--- config.mk ---
export PLATFORM = sky130hd
export DESIGN_NAME = stby_ctrl
export DESIGN_NICKNAME = d
export VERILOG_FILES = /design/src/design/stby_pkg.sv /design/src/design/stby_tmr_if.sv /design/src/design/stby_timer.sv /design/src/design/stby_ctrl.sv
export VERILOG_INCLUDE_DIRS = /design/src /design/src/design
export SDC_FILE = /design/constraint.sdc
export NUM_CORES = 1
export LEC_CHECK = 0
export BUFFER_PORTS_ARGS = -buffer_cell sky130_fd_sc_hd__buf_2
export CAP_MARGIN = 20
export CORE_MARGIN = 10
export CORE_UTILIZATION = 49
export DETAILED_ROUTE_END_ITERATION = 10
export HOLD_SLACK_MARGIN = 0.02
export PLACE_DENSITY = 0.8
export SYNTH_ARGS = -nofsm -noshare
export SYNTH_HDL_FRONTEND = slang
export SYNTH_SLANG_ARGS = --single-unit
--- constraint.sdc ---
create_clock -name clk -period 3.13 [get_ports clk]
set_input_delay 0.1565 -clock clk [delete_from_list [all_inputs] [get_ports clk]]
set_output_delay 0.1565 -clock clk [all_outputs]
set_load 0.05 [all_outputs]
--- src/design/stby_regs.svh ---
`ifndef STBY_REGS_SVH
`define STBY_REGS_SVH

// ****************************************************************
// register map
// ****************************************************************
`define STBY_CTRL_OFS       12'h000
`define STBY_STAT_OFS       12'h004
`define STBY_CTRL_RST       5'h00
`define STBY_OSC_SETTLE_TIME_SELECT_LSB       0
`define STBY_OSC_SETTLE_TIME_SELECT_MSB       1
`define STBY_XTAL_BIT       2
`define STBY_LSSTOP_BIT     3
`define STBY_CMPLS_BIT      4
`define STBY_CTRL_W         5

// ****************************************************************
// timing
// ****************************************************************
`define STBY_CLK_MHZ        250
`define STBY_HALT_VEC_MIN   11
`define STBY_HALT_VEC_MAX   13
`define STBY_HALT_SEQ_MIN   3
`define STBY_HALT_SEQ_MAX   5
`define STBY_OPSTOP_MIN_NS  17000
`define STBY_OPSTOP_TYP_NS  34000
`define STBY_OPSTOP_MAX_NS  67000
`define STBY_OPTRD_MIN_NS   277000
`define STBY_OPTRD_TYP_NS   544000
`define STBY_OPTRD_MAX_NS   1075000
`define STBY_SETTLE_EXP0    10
`define STBY_SETTLE_EXP1    12
`define STBY_SETTLE_EXP2    15
`define STBY_SETTLE_EXP3    17

`endif

--- src/design/stby_pkg.sv ---
package stby_pkg;
    localparam int STBY_TW = 18;

    typedef logic [STBY_TW-1:0] stby_cnt_t;

    typedef enum logic [3:0] {
        ST_BOOT,
        ST_OPTREAD,
        ST_RUN,
        ST_LIGHT,
        ST_WAKE,
        ST_DEEP,
        ST_DSTOP,
        ST_SETTLE,
        ST_RESUME
    } stby_state_t;
endpackage : stby_pkg

--- src/design/stby_tmr_if.sv ---
`timescale 1ns/1ps
interface stby_tmr_if;
    import stby_pkg::*;
    logic      load;
    stby_cnt_t value;
    logic      done;

    modport ctl (output load, output value, input done);
    modport tmr (input load, input value, output done);
endinterface : stby_tmr_if

--- src/design/stby_timer.sv ---
`timescale 1ns/1ps
// ****************************************************************
// wait counter: done pulses value cycles after the load cycle
// ****************************************************************
module stby_timer
    import stby_pkg::*;
(
    input  wire logic clk,
    input  wire logic sys_rst,
    stby_tmr_if.tmr   tif
);
    stby_cnt_t cnt_q;
    stby_cnt_t cnt_d;
    wire logic running;

    assign running  = (cnt_q != '0);
    assign tif.done = (cnt_q == stby_cnt_t'(1));
    assign cnt_d    = tif.load ? tif.value : (running ? cnt_q - stby_cnt_t'(1) : cnt_q);

    always_ff @(posedge clk or posedge sys_rst) begin
        if (sys_rst) begin
            cnt_q <= '0;
        end else begin
            cnt_q <= cnt_d;
        end
    end
endmodule : stby_timer

--- src/design/stby_ctrl.sv ---
`timescale 1ns/1ps
`include "stby_regs.svh"
// Function
// - halt instruction enters light standby; cpu clock gated, oscillator keeps running.
// - in light standby cpu idles and port latches hold their values.
// - unmasked pending request at a halt instruction leaves standby at once.
// - any unmasked maskable request releases light standby.
// - wake vectors with interrupts enabled, else next instruction; masked stays.
// - light wake with vectored servicing waits 11 to 13 clocks.
// - light wake without vectored servicing waits 3 to 5 clocks.
// - reset releases light standby and runs the normal reset flow.
// - after reset release operation stays stopped while option data is read.
// - stop instruction enters deep standby; oscillator halts, cpu and ports frozen.
// - leaving deep standby keeps operation stopped 17 to 67 us.
// - crystal clock adds the selected settle wait before resuming.
// - only compare timer, voltage detector, external requests release deep standby.
// - compare timer wakes deep standby only on low-speed clock by 2^7.
// - deep wake by interrupt waits settle, then vectors or continues.
// - reset releases deep standby; reset flow runs after settle time.
// - pending unmasked request at stop resumes right after the stop time; here crystal clock adds the settle wait first.
// - settle select codes 0..3 give 2^10, 2^12, 2^15, 2^17 clocks.
// - settle wait only with crystal clock, none with internal or external.
// - registers, memory, latches and buffers are kept through both standbys.
module stby_ctrl
    import stby_pkg::*;
#(
    parameter int              NIRQ            = 8,
    parameter logic [NIRQ-1:0] DEEP_WAKE_MASK  = 8'h0E,
    parameter int              CMP_IDX         = 1,
    parameter int              OPSTOP_CYC      = (`STBY_OPSTOP_TYP_NS * `STBY_CLK_MHZ + 999) / 1000,
    parameter int              OPTRD_CYC       = (`STBY_OPTRD_TYP_NS * `STBY_CLK_MHZ + 999) / 1000,
    parameter int              SETTLE2_CYC     = 1 << `STBY_SETTLE_EXP2,
    parameter int              SETTLE3_CYC     = 1 << `STBY_SETTLE_EXP3
)(
    input  wire logic            clk,
    input  wire logic            sys_rst,
    input  wire logic [11:0]     paddr,
    input  wire logic            psel,
    input  wire logic            penable,
    input  wire logic            pwrite,
    input  wire logic [31:0]     pwdata,
    output logic      [31:0]     prdata_q,
    output logic                 pready_q,
    output logic                 pslverr_q,
    input  wire logic            halt_exec,
    input  wire logic            stop_exec,
    input  wire logic [NIRQ-1:0] irq_req,
    input  wire logic [NIRQ-1:0] interrupt_mask_flag,
    input  wire logic            global_interrupt_enable,
    input  wire logic            reset_req,
    output logic                 cpu_clk_en_q,
    output logic                 sys_osc_en_q,
    output logic                 sys_periph_en_q,
    output logic                 ls_periph_en_q,
    output logic                 port_hold_q,
    output logic                 core_reset_q,
    output logic                 vector_req_q,
    output logic                 resume_next_q,
    output stby_state_t          state_q
);
    localparam int HALT_VEC_CYC = (`STBY_HALT_VEC_MIN + `STBY_HALT_VEC_MAX) / 2;
    localparam int HALT_SEQ_CYC = (`STBY_HALT_SEQ_MIN + `STBY_HALT_SEQ_MAX) / 2;

    // ****************************************************************
    // helpers
    // ****************************************************************
    function automatic stby_cnt_t to_cnt(input int v);
        to_cnt = v[STBY_TW-1:0];
    endfunction : to_cnt

    function automatic stby_cnt_t settle_cycles(input logic [1:0] sel);
        case (sel)
            2'd0:    settle_cycles = to_cnt(1 << `STBY_SETTLE_EXP0);
            2'd1:    settle_cycles = to_cnt(1 << `STBY_SETTLE_EXP1);
            2'd2:    settle_cycles = to_cnt(SETTLE2_CYC);
            default: settle_cycles = to_cnt(SETTLE3_CYC);
        endcase
    endfunction : settle_cycles

    function automatic logic in_stby(input stby_state_t s);
        in_stby = (s == ST_LIGHT) || (s == ST_WAKE) || (s == ST_DEEP) ||
                  (s == ST_DSTOP) || (s == ST_SETTLE) || (s == ST_RESUME);
    endfunction : in_stby

    function automatic logic in_deep(input stby_state_t s);
        in_deep = (s == ST_DEEP) || (s == ST_DSTOP) || (s == ST_SETTLE);
    endfunction : in_deep

    // ****************************************************************
    // reset request synchroniser
    // ****************************************************************
    logic [2:0] rst_sync_q;
    logic       reset_lvl_q;

    always_ff @(posedge clk or posedge sys_rst) begin
        if (sys_rst) begin
            rst_sync_q <= 3'h0;
        end else begin
            rst_sync_q <= {rst_sync_q[1:0], reset_req};
        end
    end

    always_ff @(posedge clk or posedge sys_rst) begin
        if (sys_rst) begin
            reset_lvl_q <= 1'b0;
        end else if (rst_sync_q[1] == rst_sync_q[2]) begin
            reset_lvl_q <= rst_sync_q[2];
        end
    end

    // ****************************************************************
    // apb slave
    // ****************************************************************
    logic [`STBY_CTRL_W-1:0] ctrl_q;
    wire logic               acc_ph;
    wire logic               acc_done;
    wire logic               hit_ctrl;
    wire logic               hit_stat;
    wire logic [31:0]        rd_mux;
    wire logic [1:0]         osc_settle_time_select;
    wire logic               xtal_src;
    wire logic               ls_stop;
    wire logic               cmp_lowspd;

    assign acc_ph     = psel && penable && !pready_q;
    assign acc_done   = psel && penable && pready_q;
    assign hit_ctrl   = (paddr == `STBY_CTRL_OFS);
    assign hit_stat   = (paddr == `STBY_STAT_OFS);
    assign osc_settle_time_select       = ctrl_q[`STBY_OSC_SETTLE_TIME_SELECT_MSB:`STBY_OSC_SETTLE_TIME_SELECT_LSB];
    assign xtal_src   = ctrl_q[`STBY_XTAL_BIT];
    assign ls_stop    = ctrl_q[`STBY_LSSTOP_BIT];
    assign cmp_lowspd = ctrl_q[`STBY_CMPLS_BIT];
    assign rd_mux     = hit_ctrl ? {27'h000_0000, ctrl_q} :
                        hit_stat ? {23'h00_0000, ls_periph_en_q, port_hold_q, reset_lvl_q,
                                    cpu_clk_en_q, 1'b0, state_q} : 32'h0000_0000;

    always_ff @(posedge clk or posedge sys_rst) begin
        if (sys_rst) begin
            pready_q  <= 1'b0;
            pslverr_q <= 1'b0;
            prdata_q  <= 32'h0000_0000;
        end else begin
            pready_q  <= acc_ph;
            pslverr_q <= acc_ph && !hit_ctrl && !hit_stat;
            prdata_q  <= (acc_ph && !pwrite) ? rd_mux : 32'h0000_0000;
        end
    end

    always_ff @(posedge clk or posedge sys_rst) begin
        if (sys_rst) begin
            ctrl_q <= `STBY_CTRL_RST;
        end else if (acc_done && pwrite && hit_ctrl) begin
            ctrl_q <= pwdata[`STBY_CTRL_W-1:0];
        end
    end

    // ****************************************************************
    // wake qualification
    // ****************************************************************
    logic [NIRQ-1:0] deep_cap;
    wire logic       unmasked_any;
    wire logic       deep_wake_any;

    assign unmasked_any = |(irq_req & ~interrupt_mask_flag);

    // compare timer only on low-speed clock
    always_comb begin
        deep_cap          = DEEP_WAKE_MASK;
        deep_cap[CMP_IDX] = DEEP_WAKE_MASK[CMP_IDX] && cmp_lowspd;
    end

    assign deep_wake_any = |(irq_req & ~interrupt_mask_flag & deep_cap);

    // ****************************************************************
    // sequencer
    // ****************************************************************
    stby_tmr_if tif ();

    stby_timer u_timer (
        .clk     (clk),
        .sys_rst (sys_rst),
        .tif     (tif)
    );

    stby_state_t state_d;
    logic        wake_vec_q;
    logic        wake_vec_d;
    logic        rst_pend_q;
    logic        rst_pend_d;
    logic        vec_d;
    logic        res_d;
    logic        ld;
    stby_cnt_t   ld_val;
    wire logic   tdone;
    wire stby_cnt_t wake_cyc;

    assign tdone     = tif.done;
    assign tif.load  = ld;
    assign tif.value = ld_val;
    assign wake_cyc  = global_interrupt_enable ? to_cnt(HALT_VEC_CYC) : to_cnt(HALT_SEQ_CYC);

    always_comb begin
        state_d    = state_q;
        wake_vec_d = wake_vec_q;
        rst_pend_d = rst_pend_q;
        vec_d      = 1'b0;
        res_d      = 1'b0;
        ld         = 1'b0;
        ld_val     = '0;
        case (state_q)
            ST_BOOT: begin
                ld      = !reset_lvl_q;
                ld_val  = to_cnt(OPTRD_CYC);
                state_d = reset_lvl_q ? ST_BOOT : ST_OPTREAD;
            end
            ST_OPTREAD: begin
                if (tdone) begin
                    state_d = ST_RUN;
                end
            end
            ST_RUN: begin
                if (reset_lvl_q) begin
                    state_d = ST_BOOT;
                end else if (halt_exec) begin
                    // enter light or leave at once
                    wake_vec_d = global_interrupt_enable;
                    if (unmasked_any) begin
                        ld      = 1'b1;
                        ld_val  = wake_cyc;
                        state_d = ST_WAKE;
                    end else begin
                        state_d = ST_LIGHT;
                    end
                end else if (stop_exec) begin
                    // enter deep or run the stop time
                    wake_vec_d = global_interrupt_enable;
                    rst_pend_d = 1'b0;
                    if (unmasked_any) begin
                        ld      = 1'b1;
                        ld_val  = to_cnt(OPSTOP_CYC);
                        state_d = ST_DSTOP;
                    end else begin
                        state_d = ST_DEEP;
                    end
                end
            end
            ST_LIGHT: begin
                if (reset_lvl_q) begin
                    state_d = ST_BOOT;
                end else if (unmasked_any) begin
                    wake_vec_d = global_interrupt_enable;
                    ld         = 1'b1;
                    ld_val     = wake_cyc;
                    state_d    = ST_WAKE;
                end
            end
            ST_WAKE: begin
                if (reset_lvl_q) begin
                    state_d = ST_BOOT;
                end else if (tdone) begin
                    vec_d   = wake_vec_q;
                    res_d   = !wake_vec_q;
                    state_d = ST_RUN;
                end
            end
            ST_DEEP: begin
                // reset leaves via stop and settle time
                if (reset_lvl_q || deep_wake_any) begin
                    rst_pend_d = reset_lvl_q;
                    wake_vec_d = global_interrupt_enable;
                    ld         = 1'b1;
                    ld_val     = to_cnt(OPSTOP_CYC);
                    state_d    = ST_DSTOP;
                end
            end
            ST_DSTOP: begin
                rst_pend_d = rst_pend_q || reset_lvl_q;
                if (tdone) begin
                    if (xtal_src) begin
                        ld      = 1'b1;
                        ld_val  = settle_cycles(osc_settle_time_select);
                        state_d = ST_SETTLE;
                    end else begin
                        state_d = ST_RESUME;
                    end
                end
            end
            ST_SETTLE: begin
                rst_pend_d = rst_pend_q || reset_lvl_q;
                if (tdone) begin
                    state_d = ST_RESUME;
                end
            end
            ST_RESUME: begin
                rst_pend_d = 1'b0;
                if (rst_pend_q || reset_lvl_q) begin
                    state_d = ST_BOOT;
                end else begin
                    vec_d   = wake_vec_q;
                    res_d   = !wake_vec_q;
                    state_d = ST_RUN;
                end
            end
            default: begin
                state_d = ST_BOOT;
            end
        endcase
    end

    always_ff @(posedge clk or posedge sys_rst) begin
        if (sys_rst) begin
            state_q    <= ST_BOOT;
            wake_vec_q <= 1'b0;
            rst_pend_q <= 1'b0;
        end else begin
            state_q    <= state_d;
            wake_vec_q <= wake_vec_d;
            rst_pend_q <= rst_pend_d;
        end
    end

    // ****************************************************************
    // clock and hold outputs
    // ****************************************************************
    always_ff @(posedge clk or posedge sys_rst) begin
        if (sys_rst) begin
            cpu_clk_en_q    <= 1'b0;
            sys_osc_en_q    <= 1'b1;
            sys_periph_en_q <= 1'b0;
            ls_periph_en_q  <= 1'b0;
            port_hold_q     <= 1'b0;
            core_reset_q    <= 1'b1;
            vector_req_q    <= 1'b0;
            resume_next_q   <= 1'b0;
        end else begin
            cpu_clk_en_q    <= (state_d == ST_RUN);
            sys_osc_en_q    <= (state_d != ST_DEEP);
            sys_periph_en_q <= !in_deep(state_d) && (state_d != ST_BOOT) && (state_d != ST_OPTREAD);
            ls_periph_en_q  <= !(ls_stop && in_stby(state_d)) && (state_d != ST_BOOT);
            port_hold_q     <= in_stby(state_d);
            core_reset_q    <= (state_d == ST_BOOT) || (state_d == ST_OPTREAD);
            vector_req_q    <= vec_d;
            resume_next_q   <= res_d;
        end
    end
endmodule : stby_ctrl

======== After elaboration in Yosys (flattened, before gate mapping) ========
Cells that the tools add are included.
storage, ports and cells
  output and inout bits ................... 46
  flip-flop bits (word level) ............. 52
  bits of input ports ..................... 69
  logic and storage cells ................. 158
operators by class
  reduce and logical (&&, ||, !) cells .... 44
  bitwise operators ....................... 3
  equal/unequal tests ..................... 30
  add/subtract/negate cells ............... 1
  mux-type cells .......................... 62
operators with widths
  kind                                                  count
  one-hot mux 18 bit (5 select lines)                   1
  2-to-1 mux 18 bit                                     4
  2-to-1 mux 14 bit                                     5
  2-to-1 mux 4 bit                                      14
  one-hot mux 18 bit (3 select lines)                   1
  one-hot mux 4 bit (9 select lines)                    1
  equality test 4 x 3 -> 1 bit, second input constant   8
  2-to-1 mux 9 bit                                      3
  2-to-1 mux 1 bit                                      25
  equality test 18 x 1 -> 1 bit, second input constant  1
  nonzero test 18 bit                                   1
  subtractor 18 x 1 -> 18 bit, second input constant    1
  equality test 4 x 2 -> 1 bit, second input constant   4
  OR reduction 8 bit                                    2
  equality test 12 x 3 -> 1 bit, second input constant  1
  logical AND 1 bit                                     12
  logical NOT 12 bit                                    1
  != test 2 bit, second input constant                  6
  logical OR 1 bit                                      10
  AND 8 x 4 -> 8 bit                                    1
  AND 8 bit                                             1
  equality test 4 x 1 -> 1 bit, second input constant   2
  equality test 4 bit, second input constant            2
  logical NOT 1 bit                                     8
  other kinds (21)                                      25

======== Longest topological paths before layout ========
  depth in word-level cells ............... 17
  mapped depth ............................ 9
  mapped depth without buffers ............ 9

======== Modules after synthesis ========
A second synthesis with hierarchy kept.
unflattened totals
  cell total of the unflattened synthesis .. 316
  area, all modules ....................... 3124.2 um^2
modules (own cells, without submodules)
  module      area each (um^2)  cells an instance  instances  sequential area each (um^2)
  stby_ctrl   2001.9            193                1          853.3
  stby_timer  1122.3            123                1          450.4

======== Worst setup path after synthesis ========
OpenSTA, ideal clock, no wires.
  path kind ............................... register -> register
  from .................................... reg state_q[0]
  to ...................................... reg u_timer.cnt_q[12]
  buffers on the path ..................... 2
  arrival time ............................ 2289 ps
  required time ........................... 3004 ps
  clock period less this slack ............ 2415 ps
  setup slack ............................. 715 ps
  setup time .............................. 126 ps
  stages on the path, launching flop included .. 10
  path through ............................ dfrtp_1 -> buf_2 -> inv_1 -> nand2_1 -> nor4_1 -> or4_4 -> buf_2 -> nor2_1 -> a311oi_1 -> nor2_1
on the way
  longest elaborated chain between the ends .. 3
  elaborated cells between the ends (all ways) .. 9
  classes of those cells .................. eq/ne: 4; mux: 3; reduce/logical: 2
ends and longest elaborated chain
  item                                                                                              RTL line          source
  start, declared                                                                                   stby_ctrl.sv:59   output stby_state_t state_q
  start signal, assigned                                                                            stby_ctrl.sv:316  state_q <= state_d;
  equality test 4 x 3 -> 1 bit (tied with other cells)                                              stby_ctrl.sv:210  case (state_q)
  one-hot mux 18 bit (5 select lines) / one-hot mux 1 bit (5 select lines) (equally long branches)  stby_ctrl.sv:210
  2-to-1 mux 18 bit / nonzero test 2 bit (equally long branches)                                    --
  end signal, assigned                                                                              stby_timer.sv:24  cnt_q <= cnt_d;
  end, declared                                                                                     stby_timer.sv:12  stby_cnt_t cnt_q;
Parallel ways exist; a longest one is shown, timed or not.
A chain may end at the register's enable or synchronous reset.

======== Final worst setup path ========
  from .................................... reg state_q[1]
  to ...................................... reg u_timer.cnt_q[15]
Same word-level chain as after synthesis.

==> results.py <==
metrics = {
    "timing": {
        "skew_ns": 0.00855,
        "fmax_ghz": 0.403,
        "setup_tns_ns": 0,
        "slew_violations": 0,
        "grt_setup_unrepaired": "false",
        "fin_crit_sh_pct": 79.2,
        "hold_violations": 0,
        "max_slew_margin_pct": 47.3,
        "setup_viol": 0,
        "tightest_slew_ns": 0.785,
        "min_period_ns": 2.48,
        "worst_slack_ns": 0.650,
    },
    "cts": {
        "clk_path_buf_depth": 2,
        "cts_inserted_buffers": 5,
        "clkSinkCount": 52,
        "cts.htree.levels": 2,
        "cts.clk_slew.worst_paths_ns": 0.09,
        "root_buffer": "clkbuf_8",
        "cts_tree": "done",
        "cts_resized": 0,
        "clk_latency_ns": 0.31,
    },
    "run_status": {
        "status": "finished, final reports clean",
    },
    "critical_path": {
        "crit_path_start": "state_q[1]$_DFF_PP0_",
        "critical_path_peak_fanout": 15,
        "crit_chain": "nand3b_1 > nor2_1 > and4_1 > or4_4 > nor2_4 > a21oi_1 > o2bb2a_2",
        "timing.rr.start": "state_q[1]$_DFF_PP0_",
        "max_stage_delay_ns": 0.62,
        "critical_path_class": "reg -> reg",
        "worstSetupStartpointType": "register",
        "worstPathRequired_ns": 3.34,
        "critical_path.slowest_cell": "or4_4",
        "endpoint_kind": "register",
        "cp.arrival_ns": 2.69,
    },
    "synth": {
        "synth_seq_cells": 52,
        "avgSynthCellArea_um2": 9.75,
        "synthXorXnorAreaFrac_pct": 3.83,
        "yosys_warnings": 0,
        "ys_async_sr_fraction_pct": 100,
        "muxShareOfSynthArea_pct": 3.58,
        "synthCells": 305,
        "yosys.area_share.simple_pct": 24.8,
        "synth.distinct_cells": 63,
        "synth_compound_area_share_pct": 12.2,
        "synth_top_family_by_area": "simple AND/OR/NAND/NOR gates",
        "ys_seq_area_share_pct": 43.8,
        "synthFlopType": "dfrtp_1",
        "synthAdderAreaFrac_pct": 1.60,
        "synth_area_leader_cell": "dfrtp_1",
        "ys_top_cells_by_area": "dfrtp_1 42%, buf_4 5.8%, nor2_1 4.8%",
        "synth_edf_count": 0,
        "synth_top_area_share_pct": 42.1,
        "mappedNetlistArea_um2": 2970,
    },
    "final_layout": {
        "diodes": 0,
        "seqCellArea_um2": 1300,
        "drive_above_1_share_pct": 28.3,
        "multi_input_area_um2": 1460,
        "nNetsFinal": 445,
        "area_growth_pct": 14.1,
        "n_fill_cell": 521,
    },
    "job": {
        "cap_violations": 0,
    },
    "die": {
        "fp.dieH_um": 97.9,
        "core_area_um2": 5920,
        "start_util_pct": 50.2,
        "io_pins": 115,
        "num_rows": 28,
        "die-area_um2": 9590,
        "die_x_um": 97.9,
    },
    "power": {
        "p_per_area_nw_per_um2": 739,
        "ir_drop_mv": 0.473,
        "leakage_nw": 1.69,
    },
    "placement": {
        "place.gp.congestion": 0.862,
        "numPortBuffers": 64,
        "place_ws_ns": 0.644,
        "place_hpwl_um": 5180,
    },
    "detailed_routing": {
        "ant_nets": 0,
        "drtPass1Iterations": 4,
        "drt-initial-drc-count": 171,
        "wire_per_inst_um": 15.0,
        "finalWirelength_um": 6730,
        "via_per_inst": 5.24,
        "drc": 0,
        "vias": 2354,
    },
    "grt": {
        "antenna_found_initial": 0,
        "grt_max_degree": 53,
        "grt_usage_pct": 13.7,
        "globalRouteOverflowTotal": 0,
        "grt_pass1_vias": 2281,
        "grt_pass1_wl_um": 11100,
    },
    "hold_path": {
        "hold_start": "pwdata[1]",
        "hold_class": "in -> reg",
    },
}
-- path summary, 6_finish.rpt --
check | end | cells past startpoint | slack (ns)
setup / recovery | u_timer.cnt_q[15]$_DFFE_PP0P_ | 7 | 0.65
hold / removal | ctrl_q[1]$_DFFE_PP0P_ | 3 | 0.05
setup reg to reg | u_timer.cnt_q[15]$_DFFE_PP0P_ | 7 | 0.65
hold reg to reg | rst_sync_q[1]$_DFF_PP0_ | 0 | 0.36
max in group asynchronous | u_timer.cnt_q[6]$_DFFE_PP0P_ | 4 | 2.19
min in group asynchronous | pready_q$_DFF_PP0_ | 3 | 0.41
-- critical path: cells and delay by family (launching register included) --
kind / cells / cell delay (ns)
AND/OR/NAND/NOR: 5 / 1.46
AO/OA/AOI/OAI: 2 / 0.33
flip-flops: 1 / 0.57
-- synth_stat cells, drive strengths merged, types with 2 or more instances --
cell type  instances
nand2b             4
nor3              13
and4               2
nand3b             2
nor4b              2
or4                3
mux2               5
xnor2              3
a31oi              6
dfrtp             50
nand4              2
a211oi             3
inv               16
nor4               9
xor2              10
mux2i              5
buf               26
nor2b              6
o21ai             11
nand2             22
clkbuf             6
or3                3
nand3              6
and2               4
o22a               2
dfstp              2
a21oi             12
and3               4
nor3b              3
nor2              41
a2111oi            3
a21o               2
ha                 3
-- sequential cells by signal, summed over array words and instances, names as in the netlist --
signal,cells
core_reset_q,1
cpu_clk_en_q,1
ctrl_q,5
ls_periph_en_q,1
port_hold_q,1
prdata_q,9
pready_q,1
pslverr_q,1
reset_lvl_q,1
resume_next_q,1
rst_pend_q,1
rst_sync_q,3
state_q,4
sys_osc_en_q,1
sys_periph_en_q,1
u_timer.cnt_q,18
vector_req_q,1
wake_vec_q,1
-- per-layer routing --
metal / wire length (um) / vias up / track usage, %
met3: 590 / 4 / 4.37
met4: 49 / 0 / 4.70
met2: 3220 / 100 / 22.1
met5: 0 / - / 0
met1: 2880 / 1101 / 16.8
li1: - / 1149 / -
-- logic make-up after synthesis --
logic type	count (synthesis)
XOR/XNOR	13
AND/OR/NAND/NOR	131
AO/OA/AOI/OAI	46
buffers and inverters	48
adder cells (fa/ha/maj)	4
multiplexers	10
other	1
flip-flops	52
-- power breakdown --
part           leakage (nW)  internal [W]  switching, W
logic                 0.975      0.000396      0.000724
registers             0.670      0.000835      0.000165
clock network        0.0414      0.000159      0.000227
-- placed cells by master (no fill, tap or decap), drive strengths merged, types with 3 or more instances in the layout --
cell / netlist / final
nor3: 13 / 13
mux2i: 5 / 5
nand2b: 4 / 4
xnor2: 3 / 3
a31oi: 6 / 6
a211oi: 3 / 3
o21ai: 11 / 11
dfrtp: 50 / 50
or4: 3 / 3
nor2b: 6 / 6
and2: 4 / 4
a21oi: 12 / 12
nand3: 6 / 6
buf: 26 / 69
a2111oi: 3 / 3
nor2: 41 / 41
clkbuf: 6 / 6
nand2: 22 / 22
inv: 16 / 16
nor3b: 3 / 3
or3: 3 / 3
and3: 4 / 4
nor4: 9 / 9
xor2: 10 / 10
conb: 1 / 23
mux2: 5 / 5
ha: 3 / 3
-- final cells by class --
class,count,share of cell area (%)
clock inverter,2,0.479
clock buffer,6,2.14
inverter,16,1.77
multi-input combinational,227,42.9
timing repair buffer,71,11.5
tap,75,2.77
sequential,52,38.4
-- stage by stage --
step	util, %	instance area (um2)	cells	hold WS [ns]	power (W)
floorplan	-	3060	327	0.188	0.00191
global placement	55.1	3260	438	0.267	0.00208
detailed placement	55.1	3260	438	0.266	0.00211
CTS	56.8	3360	447	0.0403	0.00251
global route	57.3	3390	449	0.0594	0.00268
finish	57.3	3390	449	0.0505	0.00251
-- repair_timing --
item,4_1_cts,5_1_grt
endpoints found under the hold margin,1,21
buffers inserted,0,0
hold buffers,1,1
Note: power is estimated with default switching activity, not from simulation.
